<file path="src/pkg/ibp_pkg.sv">
// shared types and constants for the serial bridge slave port
package ibp_pkg;

    // ------------------------------------------------------------
    // clock and bit timing
    // ------------------------------------------------------------
    localparam int CLK_PERIOD_NS = 25;       // 40 MHz system clock
    localparam logic [3:0] BITS_PER_BYTE = 4'h8;
    localparam logic [3:0] BIT_CNT_RST = 4'h0;
    localparam int ADDR_W = 7;

    // ------------------------------------------------------------
    // reset values and fill data
    // ------------------------------------------------------------
    localparam logic [7:0] SHIFT_RST = 8'h00;
    localparam logic [7:0] TX_FILL_BYTE = 8'hff;  // sent when host queue empty
    localparam logic PIN_IDLE = 1'b1;             // released bus reads high

    // ------------------------------------------------------------
    // types
    // ------------------------------------------------------------
    typedef struct packed {
        logic scl;
        logic sda;
        logic bus_voltage_sense;
    } ibp_pins_t;

    typedef struct packed {
        logic scl_rise;
        logic scl_fall;
        logic start;
        logic stop;
    } ibp_events_t;

    typedef enum logic [2:0] {
        ST_IDLE,
        ST_ADDR,
        ST_ADDR_ACK,
        ST_RX,
        ST_RX_ACK,
        ST_TX,
        ST_TX_ACK,
        ST_WAIT
    } ibp_state_t;

endpackage : ibp_pkg

</file>
<file path="src/ibp_pin_sync.sv">
// pin synchroniser with scl edge and start/stop detection
`timescale 1ns/1ps
module ibp_pin_sync (
    input wire logic ref_clk_i,
    input wire logic reset_n_i,
    input wire ibp_pkg::ibp_pins_t pins_i,
    output ibp_pkg::ibp_pins_t pins_o,
    output ibp_pkg::ibp_events_t events_o
);
    ibp_pkg::ibp_pins_t meta_r;
    ibp_pkg::ibp_pins_t sync_r;
    ibp_pkg::ibp_pins_t prev_r;
    localparam ibp_pkg::ibp_pins_t PINS_RST = '{
        scl: ibp_pkg::PIN_IDLE, sda: ibp_pkg::PIN_IDLE,
        bus_voltage_sense: 1'b0};

    // ------------------------------------------------------------
    // two-flop sync, third stage only for edge finding
    // ------------------------------------------------------------
    always_ff @(posedge ref_clk_i) begin
        if (!reset_n_i) begin
            meta_r <= PINS_RST;
            sync_r <= PINS_RST;
            prev_r <= PINS_RST;
        end else begin
            meta_r <= pins_i;
            sync_r <= meta_r;
            prev_r <= sync_r;
        end
    end

    assign pins_o = sync_r;
    // sda edges while scl stays high mark start and stop
    assign events_o.scl_rise = sync_r.scl & ~prev_r.scl;
    assign events_o.scl_fall = ~sync_r.scl & prev_r.scl;
    assign events_o.start = sync_r.scl & prev_r.scl &
        prev_r.sda & ~sync_r.sda;
    assign events_o.stop = sync_r.scl & prev_r.scl &
        ~prev_r.sda & sync_r.sda;

endmodule : ibp_pin_sync

</file>
<file path="src/ibp_slave_port.sv">
// serial-bus slave port of the usb bridge with power control
`timescale 1ns/1ps
// Function
// - device is slave only; master supplies scl, sda is two-way
// - works at 100k, 400k, 1M and 3.4M bus rates
// - after start: seven address bits then direction bit, 0 write 1 read
// - on address match pull sda low for ninth clock, else stay silent
// - once addressed receive on write, transmit on read
// - address and data shift most significant bit first
// - sda fall with scl high is start, sda rise is stop
// - acknowledge every byte received during a master write; code nacks a byte while the holding register is still full
// - repeated start without stop decodes a fresh address
// - own address comes from nonvolatile configuration memory
// - no bus voltage: stay suspended, data-plus pull-up off
// - in reset interface pins float, inputs weakly high
// - active-low power enable off before enumeration and in suspend
// - bytes written by master go to the host unframed
// - bytes from host are handed to master on reads
module ibp_slave_port (
    input wire logic ref_clk_i,
    input wire logic reset_n_i,
    input wire logic scl_i,
    input wire logic sda_i,
    output logic sda_o,
    output logic sda_oe_o,
    input wire logic [ibp_pkg::ADDR_W-1:0] slave_addr_i,
    input wire logic pd_on_suspend_i,
    input wire logic bus_voltage_sense_i,
    input wire logic usb_configured_i,
    input wire logic usb_suspend_i,
    output logic usb_data_plus_pin_o,
    output logic power_enable_n_o,
    output logic [7:0] rx_data_o,
    output logic rx_valid_o,
    input wire logic rx_ready_i,
    input wire logic [7:0] tx_data_i,
    input wire logic tx_valid_i,
    output logic tx_ready_o
);
    ibp_pkg::ibp_pins_t pins_s;
    ibp_pkg::ibp_events_t ev;
    ibp_pkg::ibp_state_t state_r;
    logic [3:0] bit_cnt_r;
    logic [7:0] shift_r;
    logic [7:0] rx_data_r;
    logic rx_valid_r;
    logic read_r;
    logic nack_r;
    logic sda_low_r;
    logic pullup_r;
    logic pwr_n_r;
    logic suspended;
    logic addr_hit;
    logic byte_done;
    logic load_tx;

    // ------------------------------------------------------------
    // pin sampling
    // ------------------------------------------------------------
    // pins are asynchronous to ref_clk; at 40 MHz the 3.4M high phase
    // is only a couple of samples, so that rate is the tight corner
    ibp_pin_sync u_sync (
        .ref_clk_i(ref_clk_i),
        .reset_n_i(reset_n_i),
        .pins_i('{scl: scl_i, sda: sda_i,
                  bus_voltage_sense: bus_voltage_sense_i}),
        .pins_o(pins_s),
        .events_o(ev)
    );

    // decode helpers
    assign suspended = ~pins_s.bus_voltage_sense | usb_suspend_i;
    assign addr_hit = (shift_r[7:1] == slave_addr_i);
    assign byte_done = ev.scl_fall & (bit_cnt_r == ibp_pkg::BITS_PER_BYTE);
    // a read byte is taken from the host side after the read address ack and after each master ack
    assign load_tx = ev.scl_fall & ~suspended & ~ev.start & ~ev.stop &
        (((state_r == ibp_pkg::ST_ADDR_ACK) & read_r) |
         ((state_r == ibp_pkg::ST_TX_ACK) & ~nack_r));
    assign tx_ready_o = load_tx;

    // ------------------------------------------------------------
    // protocol state machine
    // ------------------------------------------------------------
    // scl is never driven: progress only follows master edges
    always_ff @(posedge ref_clk_i) begin
        if (!reset_n_i) begin
            state_r <= ibp_pkg::ST_IDLE;
            bit_cnt_r <= ibp_pkg::BIT_CNT_RST;
            shift_r <= ibp_pkg::SHIFT_RST;
            read_r <= 1'b0;
            nack_r <= 1'b0;
        end else if (suspended) begin
            state_r <= ibp_pkg::ST_IDLE;
            bit_cnt_r <= ibp_pkg::BIT_CNT_RST;
        end else if (ev.start) begin
            // repeated start restarts address decode mid-message
            state_r <= ibp_pkg::ST_ADDR;
            bit_cnt_r <= ibp_pkg::BIT_CNT_RST;
        end else if (ev.stop) begin
            state_r <= ibp_pkg::ST_IDLE;
        end else begin
            case (state_r)
                ibp_pkg::ST_ADDR, ibp_pkg::ST_RX: begin
                    if (ev.scl_rise) begin
                        shift_r <= {shift_r[6:0], pins_s.sda};
                        bit_cnt_r <= bit_cnt_r + 4'h1;
                    end else if (byte_done) begin
                        bit_cnt_r <= ibp_pkg::BIT_CNT_RST;
                        if (state_r == ibp_pkg::ST_ADDR) begin
                            read_r <= shift_r[0];
                            state_r <= addr_hit ? ibp_pkg::ST_ADDR_ACK
                                                : ibp_pkg::ST_WAIT;
                        end else begin
                            // no room for the byte: refuse it with a nack
                            state_r <= rx_valid_r ? ibp_pkg::ST_WAIT
                                                  : ibp_pkg::ST_RX_ACK;
                        end
                    end
                end
                ibp_pkg::ST_ADDR_ACK: begin
                    if (ev.scl_fall) begin
                        if (read_r) begin
                            state_r <= ibp_pkg::ST_TX;
                            shift_r <= tx_valid_i ? tx_data_i
                                                  : ibp_pkg::TX_FILL_BYTE;
                        end else begin
                            state_r <= ibp_pkg::ST_RX;
                        end
                    end
                end
                ibp_pkg::ST_RX_ACK: begin
                    if (ev.scl_fall) begin
                        state_r <= ibp_pkg::ST_RX;
                    end
                end
                ibp_pkg::ST_TX: begin
                    if (ev.scl_rise) begin
                        bit_cnt_r <= bit_cnt_r + 4'h1;
                    end else if (byte_done) begin
                        bit_cnt_r <= ibp_pkg::BIT_CNT_RST;
                        state_r <= ibp_pkg::ST_TX_ACK;
                    end else if (ev.scl_fall) begin
                        shift_r <= {shift_r[6:0], 1'b0};
                    end
                end
                ibp_pkg::ST_TX_ACK: begin
                    if (ev.scl_rise) begin
                        nack_r <= pins_s.sda;
                    end else if (ev.scl_fall) begin
                        if (nack_r) begin
                            state_r <= ibp_pkg::ST_WAIT;
                        end else begin
                            state_r <= ibp_pkg::ST_TX;
                            shift_r <= tx_valid_i ? tx_data_i
                                                  : ibp_pkg::TX_FILL_BYTE;
                        end
                    end
                end
                default: begin
                    // idle only leaves on start, wait leaves on start or stop
                end
            endcase
        end
    end

    // ------------------------------------------------------------
    // sda drive (open drain: enable means pull low)
    // ------------------------------------------------------------
    // transmit bit is set up on scl fall so it is stable while scl high
    always_ff @(posedge ref_clk_i) begin
        if (!reset_n_i) begin
            sda_low_r <= 1'b0;
        end else if (suspended) begin
            sda_low_r <= pd_on_suspend_i;
        end else if (ev.start | ev.stop) begin
            sda_low_r <= 1'b0;
        end else if (ev.scl_fall) begin
            case (state_r)
                ibp_pkg::ST_ADDR:
                    sda_low_r <= (bit_cnt_r == ibp_pkg::BITS_PER_BYTE)
                                 & addr_hit;
                ibp_pkg::ST_RX:
                    sda_low_r <= (bit_cnt_r == ibp_pkg::BITS_PER_BYTE)
                                 & ~rx_valid_r;
                ibp_pkg::ST_ADDR_ACK:
                    sda_low_r <= read_r & (tx_valid_i ? ~tx_data_i[7]
                                 : ~ibp_pkg::TX_FILL_BYTE[7]);
                ibp_pkg::ST_TX:
                    sda_low_r <= (bit_cnt_r != ibp_pkg::BITS_PER_BYTE)
                                 & ~shift_r[6];
                ibp_pkg::ST_TX_ACK:
                    sda_low_r <= ~nack_r & (tx_valid_i ? ~tx_data_i[7]
                                 : ~ibp_pkg::TX_FILL_BYTE[7]);
                default:
                    sda_low_r <= 1'b0;
            endcase
        end
    end

    assign sda_o = 1'b0;
    assign sda_oe_o = sda_low_r;

    // ------------------------------------------------------------
    // received byte hand-off toward the host
    // ------------------------------------------------------------
    // single holding register; a byte is never overwritten, it is nacked
    always_ff @(posedge ref_clk_i) begin
        if (!reset_n_i) begin
            rx_valid_r <= 1'b0;
            rx_data_r <= ibp_pkg::SHIFT_RST;
        end else if (byte_done & (state_r == ibp_pkg::ST_RX) & ~rx_valid_r
                     & ~suspended & ~ev.start & ~ev.stop) begin
            rx_valid_r <= 1'b1;
            rx_data_r <= shift_r;
        end else if (rx_ready_i) begin
            rx_valid_r <= 1'b0;
        end
    end

    assign rx_data_o = rx_data_r;
    assign rx_valid_o = rx_valid_r;

    // ------------------------------------------------------------
    // usb power signalling
    // ------------------------------------------------------------
    always_ff @(posedge ref_clk_i) begin
        if (!reset_n_i) begin
            pullup_r <= 1'b0;
            pwr_n_r <= 1'b1;
        end else begin
            pullup_r <= pins_s.bus_voltage_sense;
            pwr_n_r <= ~(usb_configured_i & ~suspended);
        end
    end

    assign usb_data_plus_pin_o = pullup_r;
    assign power_enable_n_o = pwr_n_r;
endmodule : ibp_slave_port

</file>
<file path="config.mk">
export PLATFORM = sky130hd
export DESIGN_NAME = ibp_slave_port
export DESIGN_NICKNAME = d
export VERILOG_FILES = /design/src/pkg/ibp_pkg.sv /design/src/ibp_pin_sync.sv /design/src/ibp_slave_port.sv
export SDC_FILE = /design/constraint.sdc
export NUM_CORES = 1
export LEC_CHECK = 0
export CAP_MARGIN = 10
export CORE_MARGIN = 1.5
export CORE_UTILIZATION = 30
export CTS_CLUSTER_SIZE = 40
export DETAILED_ROUTE_END_ITERATION = 8
export DONT_BUFFER_PORTS = 1
export PLACE_DENSITY = 0.55
export SLEW_MARGIN = 20
export SYNTH_ARGS = -nofsm -noshare
export SYNTH_HDL_FRONTEND = slang
export SYNTH_SLANG_ARGS = --single-unit
</file>
<file path="constraint.sdc">
create_clock -name ref_clk_i -period 2.5 [get_ports ref_clk_i]
set_clock_uncertainty 0.05 [all_clocks]
set_input_delay 0.125 -clock ref_clk_i [delete_from_list [all_inputs] [get_ports ref_clk_i]]
set_output_delay 0.125 -clock ref_clk_i [all_outputs]
set_load 0.005 [all_outputs]
</file>
* Word level (Yosys, flattened, before mapping) *
Index checks and enable logic that the tools add are counted.
W data, S select, Z words.

word-level totals
  output and inout bits = 14
  word-level logic and storage cells = 146
  bits of input ports = 25
  bits in registers = 37

cells by class
  $add $sub $neg = 1
  equal/unequal tests = 30
  mux-type cells = 36
  reductions and logical operators = 17
  bitwise logic cells = 43

operators with widths
  kind                   number
  $mux W8                10
  $ne A4 B4 Y1 const B   9
  $mux W3                11
  $pmux W8 S4            1
  $ne A2 B2 Y1 const B   13
  $and A1 B1 Y1          25
  $reduce_and A9 Y1      2
  $not A1 Y1             15
  $pmux W3 S5            1
  $reduce_and A13 Y1     1
  $eq A3 B3 Y1 const B   3
  $mux W1                8
  $mux W4                2
  $eq A7 B7 Y1           1
  $reduce_and A7 Y1      1
  $reduce_bool A7 Y1     1
  $eq A3 B2 Y1 const B   2
  $reduce_or A3 Y1       2
  $pmux W1 S5            1
  $reduce_and A5 Y1      1
  $reduce_bool A5 Y1     1
  $add A4 B1 Y4 const B  1
  $eq A4 B4 Y1 const B   1
  $mux W2                2
  8 further kinds        12

* Depth between registers and ports, before layout *
  depth after elaboration = 9
  mapped depth = 9
  mapped depth without buffers = 7

* Modules after synthesis *
A second synthesis with hierarchy kept.

second synthesis, totals
  cell total of the unflattened synthesis = 223
  area total of the unflattened synthesis = 2098.3 sq um

by module, submodules not included
  module          area an instance (sq um)  cells an instance  instances  seq. area each (sq um)
  ibp_slave_port  1855.5                    203                1          580.6
  ibp_pin_sync    242.7                     20                 1          160.2

* Least setup slack after synthesis *
Ideal clock, no wire load.

  path kind = register to register
  start point = register bit_cnt_r[0]
  end point = register rx_data_r[0], in the netlist rx_data_o[0]
  data arrival time = 1.541 ns
  period minus slack after synthesis = 1.707 ns
  path buffers = 1
  setup slack = 0.793 ns
  stages on the path, launching flop included = 8
  required time = 2.334 ns
  setup time = 0.116 ns
  cell sequence = dfxtp_1 > inv_1 > ha_1 > nand3b_1 > or4_4 > buf_6 > mux2i_1 > nor2b_1

between the ends
  longest elaborated chain between the ends = 7

ends and longest elaborated chain
  element                     RTL line               source
  from (decl)                 ibp_slave_port.sv:43   logic [3:0] bit_cnt_r;
  from (signal assigned)      ibp_slave_port.sv:88   bit_cnt_r <= ibp_pkg::BIT_CNT_RST;
  from (signal assigned)      ibp_slave_port.sv:94   bit_cnt_r <= ibp_pkg::BIT_CNT_RST;
  from (signal assigned)      ibp_slave_port.sv:98   bit_cnt_r <= ibp_pkg::BIT_CNT_RST;
  $eq A4 B4 Y1                ibp_slave_port.sv:74   assign byte_done = ev.scl_fall & (bit_cnt_r == ibp_pkg::BITS_PER_BYTE);
  $and A1 B1 Y1               ibp_slave_port.sv:74
  $and A1 B1 Y1 (2 in a row)  ibp_slave_port.sv:211  end else if (byte_done & (state_r == ibp_pkg::ST_RX) & ~rx_valid_r
  $and A1 B1 Y1 (3 in a row)  ibp_slave_port.sv:212  & ~suspended & ~ev.start & ~ev.stop) begin
  to (signal assigned)        ibp_slave_port.sv:210  rx_data_r <= ibp_pkg::SHIFT_RST;
  to (signal assigned)        ibp_slave_port.sv:214  rx_data_r <= shift_r;
  to (decl)                   ibp_slave_port.sv:45   logic [7:0] rx_data_r;

Every way passes these cells.
A chain may end at the register's enable or synchronous reset.

* Worst setup path after layout *
  start point = register bit_cnt_r[0]
  end point = register rx_data_r[6], in the netlist rx_data_o[6]

The elaborated chain is that of the path after synthesis.

==> impl_metrics.env <==
export IMPL_run_status="finished, final reports clean"
export IMPL_dominant_combinational_cell_family_by_area_after_synthesis="simple AND/OR/NAND/NOR gates"
export IMPL_pin_count_of_the_biggest_net_entering_global_routing=41
export IMPL_reg2reg_depth=6
export IMPL_design_core_area_um2=6350
export IMPL_endpoint_kind="register"
export IMPL_yosys_mux_area_fraction_pct=5.051
export IMPL_detail_route_first_pass_iterations=4
export IMPL_syn_instance_count=237
export IMPL_area_of_the_mapped_netlist_um2=1982
export IMPL_clock_slew_at_reported_path_ffs_ns=0.07
export IMPL_diodes=0
export IMPL_pwr_density_cell_nw_per_um2=498.4
export IMPL_worst_path_max_fanout=9
export IMPL_nNetsFinal=263
export IMPL_layout_area_overhead_vs_synth_pct=8.965
export IMPL_clock_latency_on_the_worst_skew_pair_ns=0.29
export IMPL_drt_first_iter_violations=121
export IMPL_gp_congestion=0.8303
export IMPL_grt_util_all_layers_pct=12.60
export IMPL_final_instance_area_um2=2160
export IMPL_first_global_vias=1460
export IMPL_count_of_maximum_capacitance_violations=0
export IMPL_wl_per_cell_um=13.70
export IMPL_grt_pass1_wl_um=7155
export IMPL_final_hold_violation_count=0
export IMPL_synth_adder_area_share_pct=1.263
export IMPL_worst_hold_path_depth=2
export IMPL_finalSetupTns_ns=0
export IMPL_slew_viol_final=0
export IMPL_synthSimpleGateAreaFrac_pct=28.22
export IMPL_grt_antenna_before_repair=0
export IMPL_synthArstFlopShare_pct=0
export IMPL_worst_ep_arrival_time_ns=2.03
export IMPL_n_fill_cell=672
export IMPL_crit_required_ns=2.63
export IMPL_synth_enable_flop_cells=0
export IMPL_power_ir_vdd_worst_mv=0.2244
export IMPL_yosysWarnings=0
export IMPL_final_wirelength_um=4287
export IMPL_layout_drive_gt1_share_pct=8.051
export IMPL_clock_tree_from_tritoncts="yes"
export IMPL_synth_fp_nets=264
export IMPL_critPathLaunchType="register"
export IMPL_timing_hold_worst_class="in -> reg"
export IMPL_synth_seq_area_share_pct=37.37
export IMPL_die_area_um2=7103
export IMPL_die_height_um=84.28
export IMPL_dp_cells=299
export IMPL_power_static_leakage_nw=0.8076
export IMPL_cts_num_sinks=37
export IMPL_final_critical_delay_including_setup_and_external_delays_ns=1.901
export IMPL_aggregate_global_routing_overflow=0
export IMPL_routed_via_density=4.958
export IMPL_tightest_slew_ns=0.5242
export IMPL_cts_htree_levels=2
export IMPL_fin_cells=313
export IMPL_setup_viol=0
export IMPL_rsz0062_at_grt="no"
export IMPL_synthesis_area_per_instance_um2=8.362
export IMPL_dominantRegCellSynth="dfxtp_1"
export IMPL_synth_compound_area_share_pct=14.96
export IMPL_final_min_period_over_clock_period_pct=76.03
export IMPL_io_buffer_count=0
export IMPL_clk_path_buf_depth=2
export IMPL_clk_root_buffer_cell="clkbuf_8"
export IMPL_io_pin_count=39
export IMPL_synth_lib_cells_used_distinct=50
export IMPL_route_detailed_drc=0
export IMPL_die_width_um=84.28
export IMPL_timing_fmax_mhz=526.1
export IMPL_post_cts_setup_buffer_count=0
export IMPL_detailroute_via_count=1552
export IMPL_start_util_pct=31.21
export IMPL_synthXorXnorAreaFrac_pct=5.303
export IMPL_placement_rows=29
export IMPL_worst_setup_path_type="reg -> reg"
export IMPL_antenna_violating_nets_post_route=0
export IMPL_postPlaceCellArea_um2=1993
export IMPL_yosys_register_bits=37
export IMPL_timing_max_slew_rel_slack_pct=64.73
export IMPL_dpl_hpwl_um=2970
export IMPL_cts_made_buffers=5
[what timing repair did]
| action | 4_1_cts | 5_1_grt |
|---|---|---|
| hold buffers | 7 | 0 |
| hold endpoints to repair | 33 | 0 |
| gates resized for setup | 0 | 0 |
[worst max-delay path, stage by stage, from the launching register on]
cell and delay (ns):
dfxtp_1 0.32, inv_1 0.09, ha_1 0.17, nand3b_1 0.22
or4_4 0.67, mux2i_1 0.20, nor2b_1 0.06
[final cells by class]
class	instances	area, um2	share of cell area [%]
multi-input combinational	171	1096	50.75
inverter	12	45.04	2.086
sequential	37	740.7	34.30
tap	77	96.34	4.461
timing repair buffer	9	95.09	4.403
clock buffer	7	86.33	3.998
[Yosys cell counts (all sizes together) (2+ instances only)]
cell type | n | area share, %
a21oi | 8 | 2.0
a31oi | 8 | 2.5
and2 | 3 | 0.95
and2b | 2 | 0.76
buf | 14 | 4.8
clkbuf | 3 | 0.57
dfxtp | 37 | 37
ha | 2 | 1.3
inv | 12 | 2.3
mux2i | 10 | 5.1
nand2 | 21 | 4.0
nand2b | 12 | 4.2
nand3 | 15 | 4.3
nand3b | 4 | 1.5
nand4 | 2 | 0.63
nor2 | 16 | 3.0
nor2b | 14 | 4.4
nor3 | 4 | 1.0
o211ai | 2 | 0.76
o21ai | 13 | 3.7
o221ai | 2 | 0.88
o22ai | 2 | 0.63
xnor2 | 9 | 4.0
xor2 | 3 | 1.3
[cell usage in the layout, fill, tap and decap left out, types with 9 or more instances in the layout]
cell      synthesis  layout
dfxtp_1          37      37
nand2_1          21      21
nor2_1           16      16
nor2b_1          14      14
nand3_1          13      13
inv_1            12      12
nand2b_1         11      11
mux2i_1          10      10
xnor2_1           9       9
[path summary, 6_finish.rpt]
check,slack (ns),startpoint,to
worst min register to register,0.36,u_sync.meta_r[1],u_sync.pins_o[1]
worst max register to register,0.60,bit_cnt_r[0],rx_data_o[6]
worst max-delay path,0.60,bit_cnt_r[0],rx_data_o[6]
worst min-delay path,0.005,reset_n_i,bit_cnt_r[1]
[where the power goes]
part / total (mW) / switching, mW / internal (mW)
Sequential: 0.603 / 0.00672 / 0.596
Clock: 0.419 / 0.200 / 0.219
Combinational: 0.0547 / 0.0257 / 0.0289
[state kept, by name (all words and copies together) (netlist names), 2 cells and up]
register / count
u_sync.prev_r: 2
bit_cnt_r: 4
u_sync.meta_r: 3
shift_r: 8
rx_data_o: 8
u_sync.pins_o: 3
state_r: 3
[stage by stage]
step / utilization (%) / total power, mW / hold slack (ns) / setup slack (ns)
floorplan: - / 0.6560 / 0.1484 / 0.7925
global placement: 31.39 / 0.6512 / 0.1555 / 0.5969
detailed placement: 31.39 / 0.6516 / 0.1599 / 0.6065
CTS: 34.01 / 1.100 / 0.0006913 / 0.5889
global route: 34.01 / 1.121 / 0.01832 / 0.4297
finish: 34.01 / 1.076 / 0.004882 / 0.5992
[cell families after synthesis]
kind of cell,count (synthesis)
adder cells (fa/ha/maj),2
multiplexers,10
flip-flops,37
buffers and inverters,29
AND/OR/NAND/NOR,101
AO/OA/AOI/OAI,45
XOR/XNOR,12
other,1
[layer usage]
metal | track usage (%) | vias to the layer above | share of wire (%)
li1 | - | 807 | -
met1 | 17.21 | 700 | 49
met2 | 18.76 | 37 | 44
met3 | 3.933 | 8 | 5.2
met4 | 4.322 | 0 | 1.4
met5 | 0 | - | 0
Note: power is estimated with default switching activity, not from simulation.
